==> config.mk <==
export PLATFORM = sky130hd
export DESIGN_NAME = bbse_exec
export DESIGN_NICKNAME = d
export VERILOG_FILES = /design/src/logic/bbse_pkg.sv /design/src/logic/bbse_qgen.sv /design/src/logic/bbse_exec.sv
export SDC_FILE = /design/constraint.sdc
export NUM_CORES = 1
export LEC_CHECK = 0
export BUFFER_PORTS_ARGS = -buffer_cell sky130_fd_sc_hd__buf_2
export CAP_MARGIN = 25
export CELL_PAD_IN_SITES_DETAIL_PLACEMENT = 1
export CELL_PAD_IN_SITES_GLOBAL_PLACEMENT = 2
export CORE_AREA = 3 3 132 134
export DETAILED_ROUTE_END_ITERATION = 7
export DIE_AREA = 0 0 135 137
export PLACE_DENSITY_LB_ADDON = 0.1
export SLEW_MARGIN = 20
export SYNTH_ARGS = -nofsm -noshare
export SYNTH_HDL_FRONTEND = slang
export SYNTH_SLANG_ARGS = --single-unit
==> constraint.sdc <==
create_clock -name clk_i -period 2.85 [get_ports clk_i]
set_input_delay 0.57 -clock clk_i [delete_from_list [all_inputs] [get_ports clk_i]]
set_output_delay 0.57 -clock clk_i [all_outputs]
set_load 0.005 [all_outputs]
==> src/logic/bbse_pkg.sv <==
// constants and carriers for the branch and bit-set execute block
package bbse_pkg;
	localparam int PC_W   = 21;
	localparam int ADDR_W = 12;
	localparam int INSN_W = 16;

	// quarter phases of one instruction cycle, one-hot
	localparam logic [3:0] Q1 = 4'h1;
	localparam logic [3:0] Q2 = 4'h2;
	localparam logic [3:0] Q3 = 4'h4;
	localparam logic [3:0] Q4 = 4'h8;
	localparam logic [3:0] Q_RESET = 4'h1;

	// opcode fields
	localparam logic [7:0] OP_BR_NOT_ZERO = 8'he1;
	localparam logic [7:0] OP_BR_NO_OVF   = 8'he5;
	localparam logic [4:0] OP_BR_ALWAYS   = 5'h1a;
	localparam logic [3:0] OP_SET_BIT     = 4'h8;
	localparam int ACC_BIT = 8;
	localparam int BIT_LSB = 9;

	// file addressing
	localparam logic [7:0] ACC_LOW_LAST = 8'h5f;
	localparam logic [3:0] ACC_HIGH_PG  = 4'hf;
	localparam logic [3:0] ACC_LOW_PG   = 4'h0;

	// pc step to the next word
	localparam logic [PC_W-1:0] PC_STEP = 21'h000002;

	// reset values
	localparam logic [INSN_W-1:0] IR_RESET   = 16'h0000;
	localparam logic [PC_W-1:0]   PC_RESET   = 21'h000000;
	localparam logic [ADDR_W-1:0] ADDR_RESET = 12'h000;
	localparam logic [7:0]        DATA_RESET = 8'h00;

	typedef enum logic [1:0] {
		ST_RUN = 2'b01,
		ST_NOP = 2'b10
	} bbse_state_e;

	typedef struct packed {
		logic [ADDR_W-1:0] addr;
		logic [7:0]        wdata;
	} bbse_file_s;
endpackage

==> src/logic/bbse_qgen.sv <==
// quarter phase generator, one-hot Q1..Q4
`timescale 1ns/1ps
module bbse_qgen (
	// clock and reset
	input  wire logic       clk_i,
	input  wire logic       reset_n_i,
	input  wire logic       ce_i,
	// phase
	output logic [3:0] q_o
);
	logic [3:0] q_ff;
	wire  [3:0] nxt_q = {q_ff[2:0], q_ff[3]};

	always_ff @(posedge clk_i or negedge reset_n_i) begin
		if (!reset_n_i)
			q_ff <= bbse_pkg::Q_RESET;
		else if (ce_i)
			q_ff <= nxt_q;
	end

	assign q_o = q_ff;
endmodule

==> src/logic/bbse_exec.sv <==
// decode and execute of relative branches and the file bit set
// Behaviour
// [RULE1] branch if zero clear to pc plus 2n
// [RULE2] not taken one cycle, taken adds nop
// [RULE3] branch if overflow clear, else fall through
// [RULE4] eleven bit signed always branch to target
// [RULE5] always branch: pc written Q4, nop next
// [RULE6] target is word address plus 2 plus 2n
// [RULE7] set bit b of file f, flags untouched
// [RULE8] extended set, access, f<=5fh uses indexed
// [RULE9] access bit 0 access bank, 1 bsr bank
`timescale 1ns/1ps
module bbse_exec (
	// clock and reset
	input  wire logic                          clk_i,
	input  wire logic                          reset_n_i,
	input  wire logic                          ce_i,
	// fetch
	input  wire logic                          instr_valid_i,
	input  wire logic [bbse_pkg::INSN_W-1:0]   instr_i,
	input  wire logic [bbse_pkg::PC_W-1:0]     pc_i,
	output logic                               nop_cycle_o,
	// status and addressing context
	input  wire logic                          zero_flag_i,
	input  wire logic                          ovf_flag_i,
	input  wire logic [3:0]                    bsr_i,
	input  wire logic                          ext_set_en_i,
	input  wire logic [bbse_pkg::ADDR_W-1:0]   fsr2_i,
	output logic                               status_we_o,
	// program counter
	output logic                               pc_load_o,
	output logic [bbse_pkg::PC_W-1:0]          pc_target_o,
	// file register port
	output logic                               file_rd_o,
	output logic                               file_wr_o,
	output bbse_pkg::bbse_file_s               file_o,
	input  wire logic [7:0]                    file_rdata_i,
	// quarter phase
	output logic [3:0]                         q_o
);
	logic [3:0]                     q;
	bbse_pkg::bbse_state_e          state_ff;
	bbse_pkg::bbse_state_e          nxt_state;
	logic [bbse_pkg::INSN_W-1:0]    ir_ff;
	logic [bbse_pkg::PC_W-1:0]      pc_ff;
	logic                           vld_ff;
	logic                           taken_ff;
	logic [bbse_pkg::PC_W-1:0]      target_ff;
	bbse_pkg::bbse_file_s           file_ff;

	bbse_qgen u_qgen (
		.clk_i     (clk_i),
		.reset_n_i (reset_n_i),
		.ce_i      (ce_i),
		.q_o       (q)
	);

	// decode
	wire is_br_not_zero = ir_ff[15:8] == bbse_pkg::OP_BR_NOT_ZERO;
	wire is_br_no_ovf   = ir_ff[15:8] == bbse_pkg::OP_BR_NO_OVF;
	wire is_br_always   = ir_ff[15:11] == bbse_pkg::OP_BR_ALWAYS;
	wire is_set_bit     = ir_ff[15:12] == bbse_pkg::OP_SET_BIT;
	wire run     = state_ff == bbse_pkg::ST_RUN;

	// [RULE6] offset doubled, sign extended
	wire [bbse_pkg::PC_W-1:0] off_short = {{12{ir_ff[7]}}, ir_ff[7:0], 1'b0};
	wire [bbse_pkg::PC_W-1:0] off_long  = {{9{ir_ff[10]}}, ir_ff[10:0], 1'b0};
	wire [bbse_pkg::PC_W-1:0] off_sel   = is_br_always ? off_long : off_short;
	wire [bbse_pkg::PC_W-1:0] nxt_target = pc_ff + bbse_pkg::PC_STEP + off_sel;

	// [RULE1] [RULE3] [RULE4] branch condition
	wire nxt_taken = vld_ff & (is_br_always | (is_br_not_zero & ~zero_flag_i)
	                 | (is_br_no_ovf & ~ovf_flag_i));

	// file address forms
	wire [7:0]                    f_lit    = ir_ff[7:0];
	wire                          acc_a    = ir_ff[bbse_pkg::ACC_BIT];
	wire [2:0]                    bit_sel  = ir_ff[bbse_pkg::BIT_LSB+2:bbse_pkg::BIT_LSB];
	wire                          f_low    = f_lit <= bbse_pkg::ACC_LOW_LAST;
	wire [bbse_pkg::ADDR_W-1:0]   addr_bsr = {bsr_i, f_lit};
	wire [bbse_pkg::ADDR_W-1:0]   addr_idx = fsr2_i + {bbse_pkg::ACC_LOW_PG, f_lit};
	wire [bbse_pkg::ADDR_W-1:0]   addr_acc = f_low ? {bbse_pkg::ACC_LOW_PG, f_lit}
	                                               : {bbse_pkg::ACC_HIGH_PG, f_lit};
	// [RULE8] indexed literal offset
	wire                          use_idx  = ~acc_a & ext_set_en_i & f_low;
	// [RULE9] bank choice
	wire [bbse_pkg::ADDR_W-1:0]   nxt_addr = acc_a ? addr_bsr : (use_idx ? addr_idx : addr_acc);

	// bit mask, one term per bit
	logic [7:0] bit_mask;
	genvar gi;
	generate
		for (gi = 0; gi < 8; gi++) begin : g_mask
			assign bit_mask[gi] = bit_sel == 3'(gi);
		end
	endgenerate

	// [RULE7] read-modify-write sets one bit
	wire [7:0] nxt_wdata = file_rdata_i | bit_mask;

	// [RULE2] taken branch spends next cycle as nop
	assign nxt_state = (q[3] & taken_ff) ? bbse_pkg::ST_NOP :
	                   (q[3] ? bbse_pkg::ST_RUN : state_ff);

	always_ff @(posedge clk_i or negedge reset_n_i) begin
		if (!reset_n_i) begin
			state_ff <= bbse_pkg::ST_RUN;
			ir_ff    <= bbse_pkg::IR_RESET;
			pc_ff    <= bbse_pkg::PC_RESET;
			vld_ff   <= 1'b0;
		end else if (ce_i) begin
			state_ff <= nxt_state;
			if (q[0]) begin
				ir_ff  <= instr_i;
				pc_ff  <= pc_i;
				vld_ff <= instr_valid_i & run;
			end
		end
	end

	always_ff @(posedge clk_i or negedge reset_n_i) begin
		if (!reset_n_i) begin
			file_ff.addr <= bbse_pkg::ADDR_RESET;
			file_ff.wdata <= bbse_pkg::DATA_RESET;
			target_ff <= bbse_pkg::PC_RESET;
			taken_ff <= 1'b0;
		end else if (ce_i) begin
			if (q[1])
				file_ff.addr <= nxt_addr;
			if (q[2]) begin
				file_ff.wdata <= nxt_wdata;
				target_ff <= nxt_target;
				taken_ff <= nxt_taken;
			end
		end
	end

	// [RULE5] pc written in Q4 of first cycle
	assign pc_load_o   = ce_i & q[3] & taken_ff;
	assign pc_target_o = target_ff;
	assign file_rd_o   = ce_i & q[2] & vld_ff & is_set_bit;
	assign file_wr_o   = ce_i & q[3] & vld_ff & is_set_bit;
	assign file_o      = file_ff;
	assign nop_cycle_o = ~run;
	// [RULE1] [RULE4] no flag writes from this block
	assign status_we_o = 1'b0;
	assign q_o         = q;

	// doubled offsets for the branch checks
	wire [bbse_pkg::PC_W-1:0] chk_short = {{12{ir_ff[7]}}, ir_ff[7:0], 1'b0};
	wire [bbse_pkg::PC_W-1:0] chk_long  = {{9{ir_ff[10]}}, ir_ff[10:0], 1'b0};
	wire [bbse_pkg::PC_W-1:0] chk_base  = pc_ff + bbse_pkg::PC_STEP;
endmodule

After elaboration in Yosys (flattened, before gate mapping):

Cells that the tools add are included.

* bits of input ports: 68
* output and inout bits: 50
* register bits after elaboration: 86
* logic and storage cells: 58

* magnitude comparators: 1
* $add $sub $neg: 3
* mux-type cells: 6
* equal/unequal tests: 12
* reduce and logical (&&, ||, !) cells: 6
* bitwise logic cells: 21

Operators with widths (number)
* $mux W12: 3
* $add A21 B2 Y21 const B: 1
* $add A21 B21 Y21: 1
* $mux W21: 1
* $eq A8 B8 Y1 const B: 2
* $and A1 B1 Y1: 14
* $add A12 B8 Y12: 1
* $eq A3 B3 Y1 const B: 4
* $le A8 B7 Y1 const B: 1
* $or A8 B8 Y8: 1
* $reduce_and A2 Y1: 4
* $eq A3 B2 Y1 const B: 2
* $eq A5 B5 Y1 const B: 1
* $eq A4 B4 Y1 const B: 1
* $mux W2: 2
* $not A1 Y1: 4
* $eq A3 B1 Y1 const B: 1
* $logic_not A3 Y1: 1
* $eq A2 B1 Y1 const B: 1
* $or A1 B1 Y1: 2
* $reduce_bool A2 Y1: 1

Logic depth before layout (Yosys ltp):

* depth after elaboration: 5
* gate-level depth with buffers: 14
* gate-level depth less buffers: 13

Cells and area by module:

A second synthesis with hierarchy kept.

* cell total of the unflattened synthesis: 471
* area, all modules: 4971.0 sq um

By module, submodules not included
* bbse_exec: sequential area each 2053.2 sq um, times used 1, area each 4824.6 sq um, cells an instance 463
* bbse_qgen: sequential area each 101.3 sq um, times used 1, area each 146.4 sq um, cells an instance 8

Worst setup path after synthesis:

OpenSTA, ideal clock, no wires.

* kind: reg2reg
* start: reg ir_ff[11] (netlist bit)
* end: reg target_ff (netlist bit pc_target_o[14])
* required time: 2.721 ns
* arrival time: 2.976 ns
* period minus slack after synthesis: 3.106 ns
* path buffers: 0
* library setup time: 0.129 ns
* path slack: -0.256 ns
* cell stages (with the launch flop): 13
* path through: dfrtp_1 inv_1 nand4_1 nor2_1 mux2_2 ha_1 ha_1 a21o_2 o221a_4 a311o_1 a21oi_2 xor2_1 o21ai_1

* word-level cells in the longest chain between the ends: 3

RTL lines
* from (decl): line bbse_exec.sv:44 `logic [bbse_pkg::INSN_W-1:0] ir_ff;`
* from (signal assigned): line bbse_exec.sv:108 `ir_ff <= bbse_pkg::IR_RESET;`
* from (signal assigned): line bbse_exec.sv:114 `ir_ff <= instr_i;`
* $eq A5 B5 Y1: line bbse_exec.sv:61 `wire is_br_always = ir_ff[15:11] == bbse_pkg::OP_BR_ALWAYS;`
* $mux W21: line bbse_exec.sv:68 `wire [bbse_pkg::PC_W-1:0] off_sel = is_br_always ? off_long : off_short;`
* $add A21 B21 Y21: line bbse_exec.sv:69 `wire [bbse_pkg::PC_W-1:0] nxt_target = pc_ff + bbse_pkg::PC_STEP + off_sel;`
* to (signal assigned): line bbse_exec.sv:125 `target_ff <= bbse_pkg::PC_RESET;`
* to (signal assigned): line bbse_exec.sv:132 `target_ff <= nxt_target;`
* to (decl): line bbse_exec.sv:48 `logic [bbse_pkg::PC_W-1:0] target_ff;`

Every way passes these cells.
A chain may end at the register's enable or synchronous reset.

Worst setup path after layout:

* start: reg ir_ff[11] (netlist bit)
* end: reg target_ff (netlist bit pc_target_o[18])

Same word-level chain as after synthesis.

==> reports/qor.yml <==
run_status:
  outcome: "complete, but fails checks"
  violations: "setup timing"
floorplanning:
  std_cell_rows: 47
  start_util_pct: 29.9
  core_um2: 16400
  die_h_um: 137
  die_area_um2: 18500
  pin_count: 118
  die_w_um: 135
placement:
  postPlaceCellArea_um2: 6100
  place_congestion: 0.820
  port_buffers: 116
  hpwl_mm: 10.7
  place_ws_ns: -0.183
routing:
  dr.pass1.iters: 4
  viasPerCell: 4.78
  wl_per_cell_um: 16.1
  vias: 4076
  ant_nets: 0
  routed_wl_mm: 13.7
  drc_errors: 0
  drt_iter0_markers: 64
worst_setup_path:
  worstPathRequired_ns: 3.07
  rr_endpoint: "pc_target_o[18]"
  cp-endpoint: "pc_target_o[18]"
  crit_arrival_ns: 3.09
  r2r-start: "ir_ff[11]"
  cp_max_fo: 5
  cp-end-kind: "flop"
  cp-start-kind: "flop"
  crit_start: "ir_ff[11]"
  crit_type: "flop to flop"
  r2r_slack_ns: -0.01
  r2r_cells: 12
clock_tree:
  clockBufferDepth: 2
  clock_sinks: 86
  cts.reportedPaths.clkPinSlew_ns: 0.06
  clk_latency_ns: 0.34
  cts_root_buf: "clkbuf_16"
  htree_levels: 3
  cts_made_buffers: 9
  cts_tree: "done"
finish:
  fillCellCount: 1869
  drive_above_1_share_pct: 41.5
  stdcell_area_um2: 6720
  nNetsFinal: 741
  area_growth_syn_to_layout_pct: 36.9
grt:
  grt_pass1_vias: 4492
  antenna_found_initial: 3
  gr-total-overflow: 0
  grt_max_degree: 59
  grt_use_total_pct: 15.2
  grt_pass1_wl_mm: 22.1
timing:
  worst_slack_ns: -0.0145
  final_hold_viol_count: 0
  post-route-period-util_pct: 101
  fin_crit_ns: 2.86
  relSlewSlack_pct: 64.0
  rsz0062_at_grt: "yes"
  slew_viol_final: 0
  setup_viol: 1
  worst_slew_pin_slew_ns: 0.541
  fmax_mhz: 349
  skew_ns: 0.0105
  hold_slack_ns: 0.209
hold_path:
  min_path_type: "input pin to asynchronous set/reset pin"
synth:
  async_flop_share_pct: 100
  synth_edf_count: 0
  yosysSeqAreaShare_pct: 43.9
  syn_area_um2: 4910
  synthFlopType: "dfrtp_1"
  syn_nets: 588
  postSynthCellCount: 473
  synthDistinctLibCells: 48
  ys_ff_latch: 86
  yosys_warnings: 0
  avgSynthCellArea_um2: 10.4
power_and_ir_drop:
  vdd_drop_max_uv: 474
  p_leak_uw: 0.00315
  power_uw: 9320
  powerDensity_nw_per_um2: 1390
flow_run:
  cap_violations: 0
-- critical path: stages, from the launching register on --
cell and delay, ns:
dfrtp_1 0.39, inv_2 0.07, nand4_1 0.12, nor2_4 0.20, mux2_4 0.33, ha_4 0.28
ha_4 0.20, a21o_2 0.19, o221a_4 0.29, a2111oi_4 0.35, o31ai_2 0.11, xnor2_1 0.16
o21ai_1 0.07
-- sequential cells by signal, summed over array words and instances (netlist names) --
signal	cells
taken_ff	1
vld_ff	1
file_o	20
state_ff	2
pc_target_o	21
ir_ff	16
u_qgen.q_o	4
pc_ff	21
-- metal layers --
layer	GRT usage, %	part of all wire [%]	vias to the layer above	wire, um
li1	-	-	1999	-
met3	3.60	4.3	18	594
met1	18.4	43	1978	5910
met2	26.4	51	77	6950
met5	0	0.15	-	21
met4	5.49	1.8	4	244
-- layout make-up --
class | instances | area (um2) | area share, %
diodes | 1 | 2.50 | 0.0372
clock buffers | 11 | 243 | 3.61
clock inverters | 5 | 106 | 1.58
inverters | 18 | 67.6 | 1.01
multi-input cells | 352 | 2930 | 43.6
flip-flops and latches | 86 | 2150 | 32.1
well taps | 220 | 275 | 4.10
repair buffers | 159 | 943 | 14.0
-- how the worst min path moves through the flow --
| stage | from | to | depth (start not counted) |
|---|---|---|---|
| finish | reset_n_i | pc_target_o[11] | 1 |
| global placement | taken_ff | state_ff[0] | 1 |
| CTS | reset_n_i | pc_target_o[13] | 1 |
| global route | reset_n_i | pc_target_o[11] | 1 |
| floorplan | reset_n_i | file_o[0] | 0 |
| detailed placement | taken_ff | state_ff[0] | 1 |
-- cell families (layout without fill, tap and decap cells) --
group / count (synthesis) / after routing / share of synthesized area (%)
muxes: 45 / 45 / 10.3
buffers and inverters: 35 / 193 / 2.75
xor gates and xnor gates: 22 / 22 / 3.92
AOI/OAI and AO/OA: 128 / 128 / 16.7
adders and majority gates: 47 / 47 / 12.3
DFF: 86 / 86 / 43.9
and+or+nand+nor: 109 / 109 / 10.0
other: 1 / 2 / 0.0764
-- where the power goes --
group          total (uW)  internal (uW)  switching [uW]
sequential           2140           1780             364
clock                1380            883             499
combinational        5800           3010            2790
total                9320           5670            3650
-- cell usage after synthesis (5+ instances only) --
cell	n	area share, %
ha_1	45	11
dfrtp_1	84	43
a21oi_1	25	2.5
xnor2_1	15	2.7
xor2_1	7	1.2
nand3_1	7	0.71
a211oi_1	9	1.4
o21ai_0	44	4.5
a31oi_1	10	1.3
nor2_1	15	1.1
o211ai_1	5	0.76
nand2_1	58	4.4
clkbuf_1	16	1.2
a21o_1	7	1.1
o31ai_1	5	0.76
nor3_1	8	0.82
mux2_2	44	10
inv_1	18	1.4
-- layout by cell type (no fill, tap or decap), types with 2 or more instances in the layout --
cell / count
xor2_1: 7
nor2_1: 13
o21ai_0: 40
a21o_2: 2
inv_1: 17
dfrtp_1: 84
a211oi_1: 9
mux2_4: 2
buf_2: 115
a21oi_1: 21
bufinv_16: 3
a21oi_2: 2
a21oi_4: 3
buf_12: 3
o22ai_1: 2
a21o_1: 7
nand2b_1: 4
o21a_1: 4
nand4b_1: 2
xnor2_1: 15
nand2_2: 3
nand2_1: 55
buf_4: 41
a31oi_1: 9
mux2_2: 42
o21ai_2: 2
ha_1: 28
and2b_1: 2
clkbuf_16: 9
nor2b_1: 4
ha_4: 16
o21ai_1: 7
and3_1: 3
dfstp_2: 2
fa_1: 2
nor3_1: 8
o211ai_1: 5
o31ai_1: 5
nand3_1: 6
nor2_4: 2
-- repair_timing --
item / CTS / global route
hold buffers: 0 / 0
setup buffers: 4 / 2
setup endpoints to repair: 8 / 9
gates resized for setup: 19 / 14
pin swaps: 6 / 11
cloned: 0 / 0
-- metrics by stage --
step	instances	util, %	setup TNS (ns)
6_report	852	41.0	-0.0145
5_1_grt	852	41.0	-0.623
4_1_cts	849	40.4	-0.0320
3_5_place_dp	829	37.2	-1.12
3_3_place_gp	829	37.2	-0.292
2_1_floorplan	473	-	0
No activity file was read; power rests on OpenSTA's default activity.
